## src/verilog/tt16_pkg.sv

```systemverilog
// Package with register map, field layout and constants of the triple 16-bit timer.
package tt16_pkg;
  // ********************************************************************
  // Register indices (printed offsets are not all word multiples).
  // ********************************************************************
  localparam logic [23:0] IDX_A_CONTROL  = 24'h3F0008;
  localparam logic [23:0] IDX_A_PRESCALE = 24'h3F0009;
  localparam logic [23:0] IDX_A_MATCH    = 24'h3F000A;
  localparam logic [23:0] IDX_A_COUNT    = 24'h3F000C;
  localparam logic [23:0] IDX_B_CONTROL  = 24'h3F0010;
  localparam logic [23:0] IDX_B_PRESCALE = 24'h3F0011;
  localparam logic [23:0] IDX_B_MATCH    = 24'h3F0012;
  localparam logic [23:0] IDX_B_COUNT    = 24'h3F0014;
  localparam logic [23:0] IDX_C_CONTROL  = 24'h3F0018;
  localparam logic [23:0] IDX_C_PRESCALE = 24'h3F0019;
  localparam logic [23:0] IDX_C_MATCH    = 24'h3F001A;
  localparam logic [23:0] IDX_C_COUNT    = 24'h3F001C;
  localparam logic [23:0] IDX_IRQ_STATUS = 24'h3F0020;
  localparam logic [23:0] IDX_IRQ_MASK   = 24'h3F0021;
  localparam logic [23:0] IDX_STRIDE     = 24'h000008;
  // ********************************************************************
  // Control field positions.
  // ********************************************************************
  localparam int BIT_CLEAR  = 7;
  localparam int BIT_MODE_H = 6;
  localparam int BIT_MODE_L = 4;
  localparam int BIT_ICS_H  = 3;
  localparam int BIT_ICS_L  = 2;
  localparam int BIT_SRC    = 1;
  localparam int BIT_EN     = 0;
  // ********************************************************************
  // Mode and clock codes, reset values.
  // ********************************************************************
  localparam logic [2:0] MODE_INTERVAL = 3'h0;
  localparam logic [2:0] MODE_MATCH_OV = 3'h1;
  localparam logic [2:0] MODE_CAP_FALL = 3'h4;
  localparam logic [2:0] MODE_CAP_RISE = 3'h5;
  localparam logic [2:0] MODE_CAP_BOTH = 3'h6;
  localparam logic [1:0] ICS_NONE = 2'h0;
  localparam logic [1:0] ICS_DIV2 = 2'h1;
  localparam logic [1:0] ICS_DIV16 = 2'h2;
  localparam logic [7:0] DIV2_MASK   = 8'h01;
  localparam logic [7:0] DIV16_MASK  = 8'h0F;
  localparam logic [7:0] DIV256_MASK = 8'hFF;
  localparam logic [7:0]  RST_CTRL  = 8'h00;
  localparam logic [7:0]  RST_PRE   = 8'h00;
  localparam logic [15:0] RST_DATA  = 16'h0000;
  localparam logic [15:0] RST_COUNT = 16'h0000;
  localparam logic [15:0] COUNT_MAX = 16'hFFFF;
  localparam logic [5:0]  RST_IRQ   = 6'h00;
  localparam int NUM_TIMERS = 3;
endpackage

```

## src/verilog/tt16_timers.sv

```systemverilog
// Three 16-bit timers with prescalers, capture on the first two, match/overflow events and an APB slave.
//
// Local design decision: register access over APB.
`timescale 1ns/1ps
module tt16_timers (
  input  wire logic        pclk,
  input  wire logic        presetn,
  input  wire logic        psel,
  input  wire logic        penable,
  input  wire logic        pwrite,
  input  wire logic [31:0] paddr,
  input  wire logic [31:0] pwdata,
  output logic      [31:0] prdata,
  output logic             pready,
  output logic             pslverr,
  input  wire logic [1:0]  ext_clock_pin,
  input  wire logic [1:0]  capture_input_pin,
  output logic      [2:0]  match_interrupt,
  output logic      [2:0]  overflow_interrupt,
  output logic             irq
);
  // ********************************************************************
  // Bus decode.
  // ********************************************************************
  typedef enum logic [1:0] {
    TT16_IDLE = 2'b01,
    TT16_DONE = 2'b10
  } tt16_bus_e;
  tt16_bus_e bus_r;
  wire        access   = psel && penable && bus_r == TT16_IDLE;
  wire        addr_ok  = paddr[1:0] == 2'b00;
  wire [23:0] idx      = paddr[25:2];
  wire        wr       = access && pwrite && addr_ok;
  logic [7:0]  ctrl_r  [3];
  logic [7:0]  pre_r   [3];
  logic [15:0] data_r  [3];
  logic [15:0] cnt_r   [3];
  logic [7:0]  pdiv_r  [3];
  logic [7:0]  base_r;
  logic [1:0]  ext_s1_r, ext_s2_r, ext_s3_r;
  logic [1:0]  cap_s1_r, cap_s2_r, cap_s3_r;
  logic [5:0]  stat_r, mask_r;
  logic [31:0] rdat_nxt;
  wire  [2:0]  match_ev, ovf_ev, cap_ev, tick;

  function automatic logic [2:0] mode_of(input int t, input logic [7:0] c);
    if (t == 2) mode_of = {2'b00, c[tt16_pkg::BIT_MODE_L]};
    else mode_of = c[tt16_pkg::BIT_MODE_H:tt16_pkg::BIT_MODE_L];
  endfunction

  function automatic logic is_cap(input logic [2:0] m);
    is_cap = m == tt16_pkg::MODE_CAP_FALL || m == tt16_pkg::MODE_CAP_RISE || m == tt16_pkg::MODE_CAP_BOTH;
  endfunction

  function automatic logic reg_hit(input logic [23:0] a, input logic [23:0] base, input int t);
    reg_hit = a == base + tt16_pkg::IDX_STRIDE * 24'(t);
  endfunction

  // ********************************************************************
  // Base clock divider and external input synchronisers.
  // ********************************************************************
  always_ff @(posedge pclk or negedge presetn) begin
    if (!presetn) begin
      base_r <= 8'h00;
    end else begin
      base_r <= base_r + 8'h01;
    end
  end

  always_ff @(posedge pclk or negedge presetn) begin
    if (!presetn) begin
      ext_s1_r <= 2'h0;
      ext_s2_r <= 2'h0;
      ext_s3_r <= 2'h0;
    end else begin
      ext_s1_r <= ext_clock_pin;
      ext_s2_r <= ext_s1_r;
      ext_s3_r <= ext_s2_r;
    end
  end

  always_ff @(posedge pclk or negedge presetn) begin
    if (!presetn) begin
      cap_s1_r <= 2'h0;
      cap_s2_r <= 2'h0;
      cap_s3_r <= 2'h0;
    end else begin
      cap_s1_r <= capture_input_pin;
      cap_s2_r <= cap_s1_r;
      cap_s3_r <= cap_s2_r;
    end
  end

  // ********************************************************************
  // Timer datapath.
  // ********************************************************************
  for (genvar t = 0; t < tt16_pkg::NUM_TIMERS; t++) begin : g_tmr
    wire [7:0] c    = ctrl_r[t];
    wire [2:0] mode = mode_of(t, c);
    wire [1:0] ics  = c[tt16_pkg::BIT_ICS_H:tt16_pkg::BIT_ICS_L];
    wire       ext  = (t < 2) && c[tt16_pkg::BIT_SRC];
    wire       base_tick = ics == tt16_pkg::ICS_NONE ? 1'b0 :
                           ics == tt16_pkg::ICS_DIV2 ? (base_r & tt16_pkg::DIV2_MASK) == tt16_pkg::DIV2_MASK :
                           ics == tt16_pkg::ICS_DIV16 ? (base_r & tt16_pkg::DIV16_MASK) == tt16_pkg::DIV16_MASK :
                           base_r == tt16_pkg::DIV256_MASK;
    wire       int_tick = base_tick && pdiv_r[t] == pre_r[t];
    wire       ext_tick = (t < 2) && ext_s2_r[t % 2] && !ext_s3_r[t % 2];
    wire       rise = (t < 2) && cap_s2_r[t % 2] && !cap_s3_r[t % 2];
    wire       fall = (t < 2) && !cap_s2_r[t % 2] && cap_s3_r[t % 2];
    wire       en   = c[tt16_pkg::BIT_EN];
    wire       cwr  = wr && reg_hit(idx, tt16_pkg::IDX_A_CONTROL, t);
    wire       pwr  = wr && reg_hit(idx, tt16_pkg::IDX_A_PRESCALE, t);
    wire       dwr  = wr && reg_hit(idx, tt16_pkg::IDX_A_MATCH, t);
    wire       clr  = cwr && pwdata[tt16_pkg::BIT_CLEAR];
    wire       capm = (t < 2) && is_cap(mode);
    wire       ce   = capm && en && ((mode == tt16_pkg::MODE_CAP_RISE && rise) ||
                      (mode == tt16_pkg::MODE_CAP_FALL && fall) ||
                      (mode == tt16_pkg::MODE_CAP_BOTH && (rise || fall)));
    assign tick[t]     = en && (ext ? ext_tick : int_tick);
    assign match_ev[t] = tick[t] && !capm && cnt_r[t] == data_r[t];
    assign ovf_ev[t]   = tick[t] && cnt_r[t] == tt16_pkg::COUNT_MAX && !match_ev[t]
                         && mode != tt16_pkg::MODE_INTERVAL;
    assign cap_ev[t]   = ce;
    always_ff @(posedge pclk or negedge presetn) begin
      if (!presetn) begin
        ctrl_r[t] <= tt16_pkg::RST_CTRL;
      end else if (cwr) begin
        ctrl_r[t] <= {1'b0, pwdata[tt16_pkg::BIT_MODE_H:0]};
      end
    end

    always_ff @(posedge pclk or negedge presetn) begin
      if (!presetn) begin
        pre_r[t] <= tt16_pkg::RST_PRE;
      end else if (pwr) begin
        pre_r[t] <= pwdata[7:0];
      end
    end

    always_ff @(posedge pclk or negedge presetn) begin
      if (!presetn) begin
        data_r[t] <= tt16_pkg::RST_DATA;
      end else if (ce) begin
        data_r[t] <= cnt_r[t];
      end else if (dwr) begin
        data_r[t] <= pwdata[15:0];
      end
    end

    always_ff @(posedge pclk or negedge presetn) begin
      if (!presetn) begin
        pdiv_r[t] <= 8'h00;
      end else if (!en || clr) begin
        pdiv_r[t] <= 8'h00;
      end else if (base_tick) begin
        pdiv_r[t] <= int_tick ? 8'h00 : pdiv_r[t] + 8'h01;
      end
    end

    always_ff @(posedge pclk or negedge presetn) begin
      if (!presetn) begin
        cnt_r[t] <= tt16_pkg::RST_COUNT;
      end else if (clr) begin
        cnt_r[t] <= tt16_pkg::RST_COUNT;
      end else if (match_ev[t] && mode == tt16_pkg::MODE_INTERVAL) begin
        cnt_r[t] <= tt16_pkg::RST_COUNT;
      end else if (tick[t]) begin
        cnt_r[t] <= cnt_r[t] + 16'h0001;
      end
    end
  end

  // ********************************************************************
  // Interrupt status, mask and event pulses.
  // ********************************************************************
  wire [5:0] ev      = {ovf_ev, match_ev};
  wire       st_wr   = wr && idx == tt16_pkg::IDX_IRQ_STATUS;
  wire [5:0] st_nxt  = (stat_r & ~(st_wr ? pwdata[5:0] : 6'h00)) | ev;
  wire       mk_wr   = wr && idx == tt16_pkg::IDX_IRQ_MASK;
  wire [5:0] mk_nxt  = mk_wr ? pwdata[5:0] : mask_r;
  always_ff @(posedge pclk or negedge presetn) begin
    if (!presetn) begin
      stat_r <= tt16_pkg::RST_IRQ;
    end else begin
      stat_r <= st_nxt;
    end
  end

  always_ff @(posedge pclk or negedge presetn) begin
    if (!presetn) begin
      mask_r <= tt16_pkg::RST_IRQ;
    end else if (mk_wr) begin
      mask_r <= pwdata[5:0];
    end
  end

  always_ff @(posedge pclk or negedge presetn) begin
    if (!presetn) begin
      match_interrupt    <= 3'h0;
      overflow_interrupt <= 3'h0;
    end else begin
      match_interrupt    <= match_ev;
      overflow_interrupt <= ovf_ev;
    end
  end

  always_ff @(posedge pclk or negedge presetn) begin
    if (!presetn) begin
      irq <= 1'b0;
    end else begin
      irq <= |(st_nxt & mk_nxt);
    end
  end

  // ********************************************************************
  // Read mux and APB answer.
  // ********************************************************************
  always_comb begin
    rdat_nxt = 32'h0000_0000;
    for (int t = 0; t < tt16_pkg::NUM_TIMERS; t++) begin
      if (reg_hit(idx, tt16_pkg::IDX_A_CONTROL, t)) rdat_nxt = {24'h0, ctrl_r[t]};
      if (reg_hit(idx, tt16_pkg::IDX_A_PRESCALE, t)) rdat_nxt = {24'h0, pre_r[t]};
      if (reg_hit(idx, tt16_pkg::IDX_A_MATCH, t)) rdat_nxt = {16'h0, data_r[t]};
      if (reg_hit(idx, tt16_pkg::IDX_A_COUNT, t)) rdat_nxt = {16'h0, cnt_r[t]};
    end
    if (idx == tt16_pkg::IDX_IRQ_STATUS) rdat_nxt = {26'h0, stat_r};
    if (idx == tt16_pkg::IDX_IRQ_MASK) rdat_nxt = {26'h0, mask_r};
  end

  wire mapped = addr_ok && (rdat_nxt != 32'h0 || idx == tt16_pkg::IDX_IRQ_STATUS || idx == tt16_pkg::IDX_IRQ_MASK
                || ((idx - tt16_pkg::IDX_A_CONTROL) < 24'h15 && (idx[2:0] == 3'h0 || idx[2:0] == 3'h1
                || idx[2:0] == 3'h2 || idx[2:0] == 3'h4)));
  always_ff @(posedge pclk or negedge presetn) begin
    if (!presetn) begin
      bus_r   <= TT16_IDLE;
      prdata  <= 32'h0000_0000;
      pready  <= 1'b0;
      pslverr <= 1'b0;
    end else begin
      bus_r   <= access ? TT16_DONE : TT16_IDLE;
      pready  <= access;
      pslverr <= access && !mapped;
      prdata  <= access && !pwrite && mapped ? rdat_nxt : 32'h0000_0000;
    end
  end
endmodule

```

## config.mk

```make
export PLATFORM = sky130hd
export DESIGN_NAME = tt16_timers
export DESIGN_NICKNAME = d
export VERILOG_FILES = /design/src/verilog/tt16_pkg.sv /design/src/verilog/tt16_timers.sv
export SDC_FILE = /design/constraint.sdc
export NUM_CORES = 1
export LEC_CHECK = 0
export BUFFER_PORTS_ARGS = -buffer_cell sky130_fd_sc_hd__buf_2
export CORE_ASPECT_RATIO = 0.5
export CORE_MARGIN = 3
export CORE_UTILIZATION = 40
export CTS_CLUSTER_SIZE = 25
export DETAILED_ROUTE_END_ITERATION = 6
export PLACE_DENSITY = 0.59
export SKIP_CTS_REPAIR_TIMING = 1
export SYNTH_ARGS = -nofsm -noshare
export SYNTH_HDL_FRONTEND = slang
export SYNTH_SLANG_ARGS = --single-unit
```

## constraint.sdc

```tcl
create_clock -name pclk -period 3.3 [get_ports pclk]
set_input_delay 0.825 -clock pclk [delete_from_list [all_inputs] [get_ports pclk]]
set_output_delay 0.825 -clock pclk [all_outputs]
set_load 0.02 [all_outputs]
```

; After elaboration in Yosys (flattened, before gate mapping)
; Cells that the tools add are included.
[classes]
add_sub_neg = 8
multipliers = 0
n_div = 0
n_lt_le_gt_ge = 1
n_eq_ne = 41
n_shift = 0
muxes = 51
n_bitwise = 4
reduce_logical = 117
[op_table]
columns = operator, count
row1 = $mux 16, 26
row2 = $eq 24x22->1 const B, 14
row3 = $mux 8, 10
row4 = $logic_and 1x1->1, 62
row5 = $add 16x1->16 const B, 3
row6 = $eq 16x16->1, 3
row7 = $eq 16x16->1 const B, 3
row8 = $add 8x1->8 const B, 4
row9 = $reduce_bool 32->1, 1
row10 = $eq 8x8->1, 3
row11 = $lt 24x5->1 const B, 1
row12 = $sub 24x22->24 const B, 1
row13 = $eq 3x3->1 const B, 7
row14 = $logic_or 1x1->1, 19
row15 = $logic_not 1->1, 16
row16 = $reduce_bool 3->1, 5
row17 = $and 6x6->6, 2
row18 = $logic_not 3->1, 4
row19 = $mux 6, 2
row20 = $mux 1, 11
row21 = $reduce_bool 2->1, 5
row22 = $eq 2x1->1 const B, 4
row23 = $eq 8x8->1 const B, 1
row24 = $logic_not 2->1, 4
row25 = other kinds (9), 11
[totals]
ff_bits = 224
latchBits = 0
mem_bits_rw = 0
romBits = 0
input_bits = 73
output_inout_bits = 41
wordCells = 253
n_memories = 0

; Depth between registers and ports, before layout
[depth]
depth_word = 22
ltp_mapped = 13
mapped_depth_nobuf = 11

; Worst setup path after synthesis
; Ideal clock, no wire load.
[synth_path]
path_kind = in2reg
from = input paddr[7]
to = register prdata[15]
setup_time_ns = 0.120
t_arrival_ns = 3.786
required_time_ns = 3.180
slack_ns = -0.606
stages = 11
path_buffers = 2
path_cell_list = buf_4 > or4b_1 > buf_2 > nor3_4 > nand3_1 > o311ai_0 > nand4_1 > a221o_1 > or4_4 > or4_4 > and3_1
[synth_via]
elab_chain_cells = 22
elab_cells_between_ends = 38
cone_classes = add/sub: 1 / order compare: 1 / eq/ne: 14 / mux: 15 / reduce/logical: 7
[synth_rtl]
columns = item, line
row1 = "start, declared", tt16_timers.sv:11  ; input wire logic [31:0] paddr,
row2 = $eq 24x22->1, tt16_timers.sv:56  ; reg_hit = a == base + tt16_pkg::IDX_STRIDE * 24'(t);
row3 = $mux 7, tt16_timers.sv:221  ; if (reg_hit(idx, tt16_pkg::IDX_A_CONTROL, t)) rdat_nxt = {24'h0, ctrl_r[t]};
row4 = $mux 8, tt16_timers.sv:222  ; if (reg_hit(idx, tt16_pkg::IDX_A_PRESCALE, t)) rdat_nxt = {24'h0, pre_r[t]};
row5 = $mux 16, tt16_timers.sv:223  ; if (reg_hit(idx, tt16_pkg::IDX_A_MATCH, t)) rdat_nxt = {16'h0, data_r[t]};
row6 = $mux 16, tt16_timers.sv:224  ; if (reg_hit(idx, tt16_pkg::IDX_A_COUNT, t)) rdat_nxt = {16'h0, cnt_r[t]};
row7 = $mux 16, tt16_timers.sv:221
row8 = $mux 16, tt16_timers.sv:222
row9 = $mux 16, tt16_timers.sv:223
row10 = (+5 left out), -
row11 = $mux 16, tt16_timers.sv:226  ; if (idx == tt16_pkg::IDX_IRQ_STATUS) rdat_nxt = {26'h0, stat_r};
row12 = $mux 16, tt16_timers.sv:227  ; if (idx == tt16_pkg::IDX_IRQ_MASK) rdat_nxt = {26'h0, mask_r};
row13 = $reduce_bool 32->1, tt16_timers.sv:230  ; wire mapped = addr_ok && (rdat_nxt != 32'h0 || idx == tt16_pkg::IDX_IRQ_STATUS || idx == tt16_pkg::IDX_IRQ_MAS ...
row14 = $logic_or 1x1->1 (2 in series), tt16_timers.sv:230
row15 = $logic_or 1x1->1, tt16_timers.sv:231  ; || ((idx - tt16_pkg::IDX_A_CONTROL) < 24'h15 && (idx[2:0] == 3'h0 || idx[2:0] == 3'h1
row16 = $logic_and 1x1->1, tt16_timers.sv:230
row17 = $logic_and 1x1->1, tt16_timers.sv:243  ; prdata <= access && !pwrite && mapped ? rdat_nxt : 32'h0000_0000;
row18 = $mux 16 *, tt16_timers.sv:243
row19 = "end signal, assigned", tt16_timers.sv:243
row20 = "end, declared", tt16_timers.sv:13  ; output logic [31:0] prdata,
; Mark *: on every way between the ends. The rest lies on a longest branch, timed or not.
; A chain may end at the register's enable or synchronous reset.

; Worst setup path after layout
[layout_path]
from = input paddr[11]
to = register prdata[15]
; The elaborated chain is that of the path after synthesis.

==> metrics.md <==
| Metric | Value |
|---|---|
| Sequential share of the synthesized area | `42.5%` |
| DRT Pass-1 Iters | `6` |
| Fmax | `274 MHz` |
| Clock-pin slew on the worst setup and hold paths | `about 0.060 ns` |
| Sequential share of power | `45.3%` |
| Overall Global Routing Usage | `31.0%` |
| Clock power share | `41.8%` |
| Crit start category | `input pin` |
| Post-synthesis async set-or-reset flop share | `100%` |
| Total Nets Final | `between 1500 and 2000` |
| Synth Instances | `roughly 1400` |
| Max VDD drop | `0.320 mV` |
| CTS tree | `done` |
| CP Depth | `11` |
| CTS Sinks | `~220` |
| Vias per inst | `5.89` |
| Row cnt | `46` |
| Max-slew headroom | `21.3%` |
| DRC errors left | `0` |
| Slew Limit Fails | `0` |
| Clk root buf | `clkbuf_16` |
| Die extent in x | `262 um` |
| Sw frac | `27.5%` |
| Pwr dens | `358 nW/um^2` |
| # fillers | `2886` |
| Crit path capture | `prdata[15]$_DFF_PN0_` |
| EDFF count, synth | `0` |
| I/O pin cnt | `around 110` |
| Worst Path Max Fanout | `6` |
| Global-route wire length before repair | `81800 um` |
| # placed instances | `2135` |
| Max cap viols | `0` |
| Status | `finished with violations` |
| Syn-to-layout area delta | `34.0%` |
| Final hold viol count | `0` |
| Synthesis Warnings | `0` |
| PnR worst setup slack | `-0.346 ns` |
| # H-tree levels | `1` |
| Cell Area, Synth | `13100 sq um` |
| Clk Latency, worst-skew pair | `0.55 ns` |
| Worst r2r dst | `irq$_DFF_PN0_` |
| Number of global-route vias before repair | `12300` |
| Crit path required time | `3.73 ns` |
| Top-count cell post-synth | `dfrtp_1` |
| Int Pwr | `4570 uW` |
| GR Overflow Total | `0` |
| Crit path kind | `input pin to flop` |
| Psw | `1730 uW` |
| Yosys cell types | `79` |
| DRT iter0 DRCs | `1250` |
| Worst min-delay path class | `input pin to async pin` |
| Vias | `13000` |
| Die Ht | `about 130 um` |
| Wirelength per Cell | `around 25 um` |
| Delay of the slowest cell on the worst path | `0.61 ns` |
| RR Startpoint | `base_r[0]$_DFF_PN0_` |
| Crit path max-delay family | `simple AND/OR/NAND/NOR gates` |
| Syn Area/Cell | `9.37 sq um` |
| Initial Utilization | `about 41%` |
| Prevailing post-synth register cell | `dfrtp_1` |
| Share of post-route cells with drive strength above 1 | `34.1%` |
| Fin crit period | `3.65 ns` |
| Cell leakage power | `~0.0084 uW` |
| CTS Buffer Depth | `3` |
| Synth area leader | `dfrtp_1` |
| Critical path startpoint | `paddr[11]` |
| Initial antenna violation count | `1` |
| Met3 wire length | `5290 um` |
| Core box area | `between 30000 and 40000 sq um` |
| Most frequent CP cell | `or4_4` |
| Unrepaired setup endpoints after global routing | `yes` |
| Worst EP arrival | `between 4 and 5 ns` |
| R2R Setup Slk | `0.23 ns` |
| Synth top area cells | `dfrtp_1, mux2_2, xor2_1` |
| Clk_skew | `0.0350 ns` |
| Commonest cells in the netlist | `dfrtp_1, nand2_1, nor2_1, clkbuf_1, xor2_1` |
| WL met1 | `27500 um` |
| Largest net degree at the start of global routing | `65` |
| Met2 WL | `22300 um` |
| Setup violators final | `7` |
| Reg2Reg Depth | `10` |
| Routed Antenna Nets | `0` |
| Failing checks | `setup timing` |
| TritonCTS buffer count | `23` |
| Dpl ws | `-1.09 ns` |
| PortBufs | `75` |
| Max layer used | `met5` |
| Layout Cells excl Fill | `2201` |
| Comb pwr share | `12.9%` |
| Antenna diodes | `0` |
| Final TNS setup | `-1.99 ns` |
| HPWL after DPL | `44500 um` |
| Worst-path cell chain | `buf_6 > or4_4 > buf_6 > nor4_2 > buf_4 > nand2_1 > o2111ai_1 > a311oi_2 > or4_4 > or4_4 > and3_4` |
| Slew @ Worst Pin | `approximately 1.2 ns` |
| Total Wirelength | `56000 um` |
| CP max stage cell | `or4_4` |
| Synthesis-stage register bit count | `about 220` |
| Share of the synthesized area in the top cell type | `42.3%` |
| Setup crit end kind | `flop` |
| CP Buf/Inv Count | `3` |
| Crit share post-route | `110%` |
| Routability Congestion | `just over 1` |
| DIE AREA | `35200 sq um` |
-- worst min-delay path by stage --
stage	cells after the start	slack [ns]	end	from
after floorplan	0	0.33	cap_s2_r[0]$_DFF_PN0_	cap_s1_r[0]$_DFF_PN0_
after global placement	0	0.33	ext_s2_r[1]$_DFF_PN0_	ext_s1_r[1]$_DFF_PN0_
after CTS	1	0.21	cnt_r[9]$_DFFE_PN0P_	presetn
after global routing	1	0.22	cnt_r[10]$_DFFE_PN0P_	presetn
final	1	0.20	cnt_r[10]$_DFFE_PN0P_	presetn
after detailed placement	0	0.33	ext_s2_r[1]$_DFF_PN0_	ext_s1_r[1]$_DFF_PN0_
-- area by class of cell --
type	count	area (sq um)	share of cell area, %
clock buffers	30	642	3.65
clock inverters	11	97.6	0.554
inverters	26	97.6	0.554
multi-input cells	1064	7490	42.5
flip-flops and latches	223	5580	31.7
well taps	432	541	3.07
repair buffers	415	3160	18.0
-- routing by layer --
layer / GRT usage (%) / vias to the layer above
met2: 42.9 / 540
met4: 4.95 / 2
met3: 7.51 / 61
li1: - / 5824
met1: 48.9 / 6535
met5: 0 / -
-- cell families (layout without fill, tap and decap cells) --
| kind of cell | count (synthesis) | in the layout | synth area share [%] |
|---|---|---|---|
| AOI/OAI and AO/OA | 248 | 248 | 13.4 |
| xor gates and xnor gates | 115 | 115 | 7.66 |
| adders and majority gates | 13 | 13 | 1.22 |
| buffers and inverters | 131 | 482 | 4.40 |
| DFF | 223 | 223 | 42.5 |
| muxes | 103 | 103 | 8.44 |
| other | 1 | 16 | 0.0285 |
| and+or+nand+nor | 569 | 569 | 22.4 |
-- worst reg2reg max path, stage by stage, from the launching register on --
cell and delay, ns:
dfrtp_1 0.34, ha_1 0.23, and3_1 0.24, a31oi_1 0.18, or4b_2 0.82, or3_1 0.50, nor3_1 0.22, buf_4 0.18
a21o_1 0.14, a222oi_1 0.08, nand2_1 0.08
-- power by group through the flow --
stage	sequential [uW]	combinational (uW)	clock [uW]
after floorplan	2890	371	0
after global placement	2900	758	0
after detailed placement	2900	769	0
after CTS	2850	770	2680
after global routing	2860	868	2780
final	2860	811	2640
-- cell usage in the layout, fill, tap and decap left out, types with 41 or more instances in the layout --
cell and instances:
nand2_1 126, buf_2 70, buf_4 310, nand4_1 56, o21ai_0 64, dfrtp_1 222, xnor2_1 41, mux2_2 62
mux2i_1 41, nand3_1 49, nor3_1 45, nor2_1 123, xor2_1 74
-- state kept, by name (all words and copies together) (netlist names), 8 cells and up --
name	flops
data_r	48
base_r	8
pre_r	24
cnt_r	48
pdiv_r	24
prdata	16
g_tmr.c	21
-- stage by stage --
step	hold slack, ns	area, sq um	power, uW	utilization (%)
after floorplan	0.331	13300	3260	-
after global placement	0.334	16200	3660	50.7
after detailed placement	0.335	16200	3670	50.7
after CTS	0.207	17000	6300	53.0
after global routing	0.222	17600	6520	55.0
final	0.197	17600	6310	55.0
No activity file was read; power rests on OpenSTA's default activity.
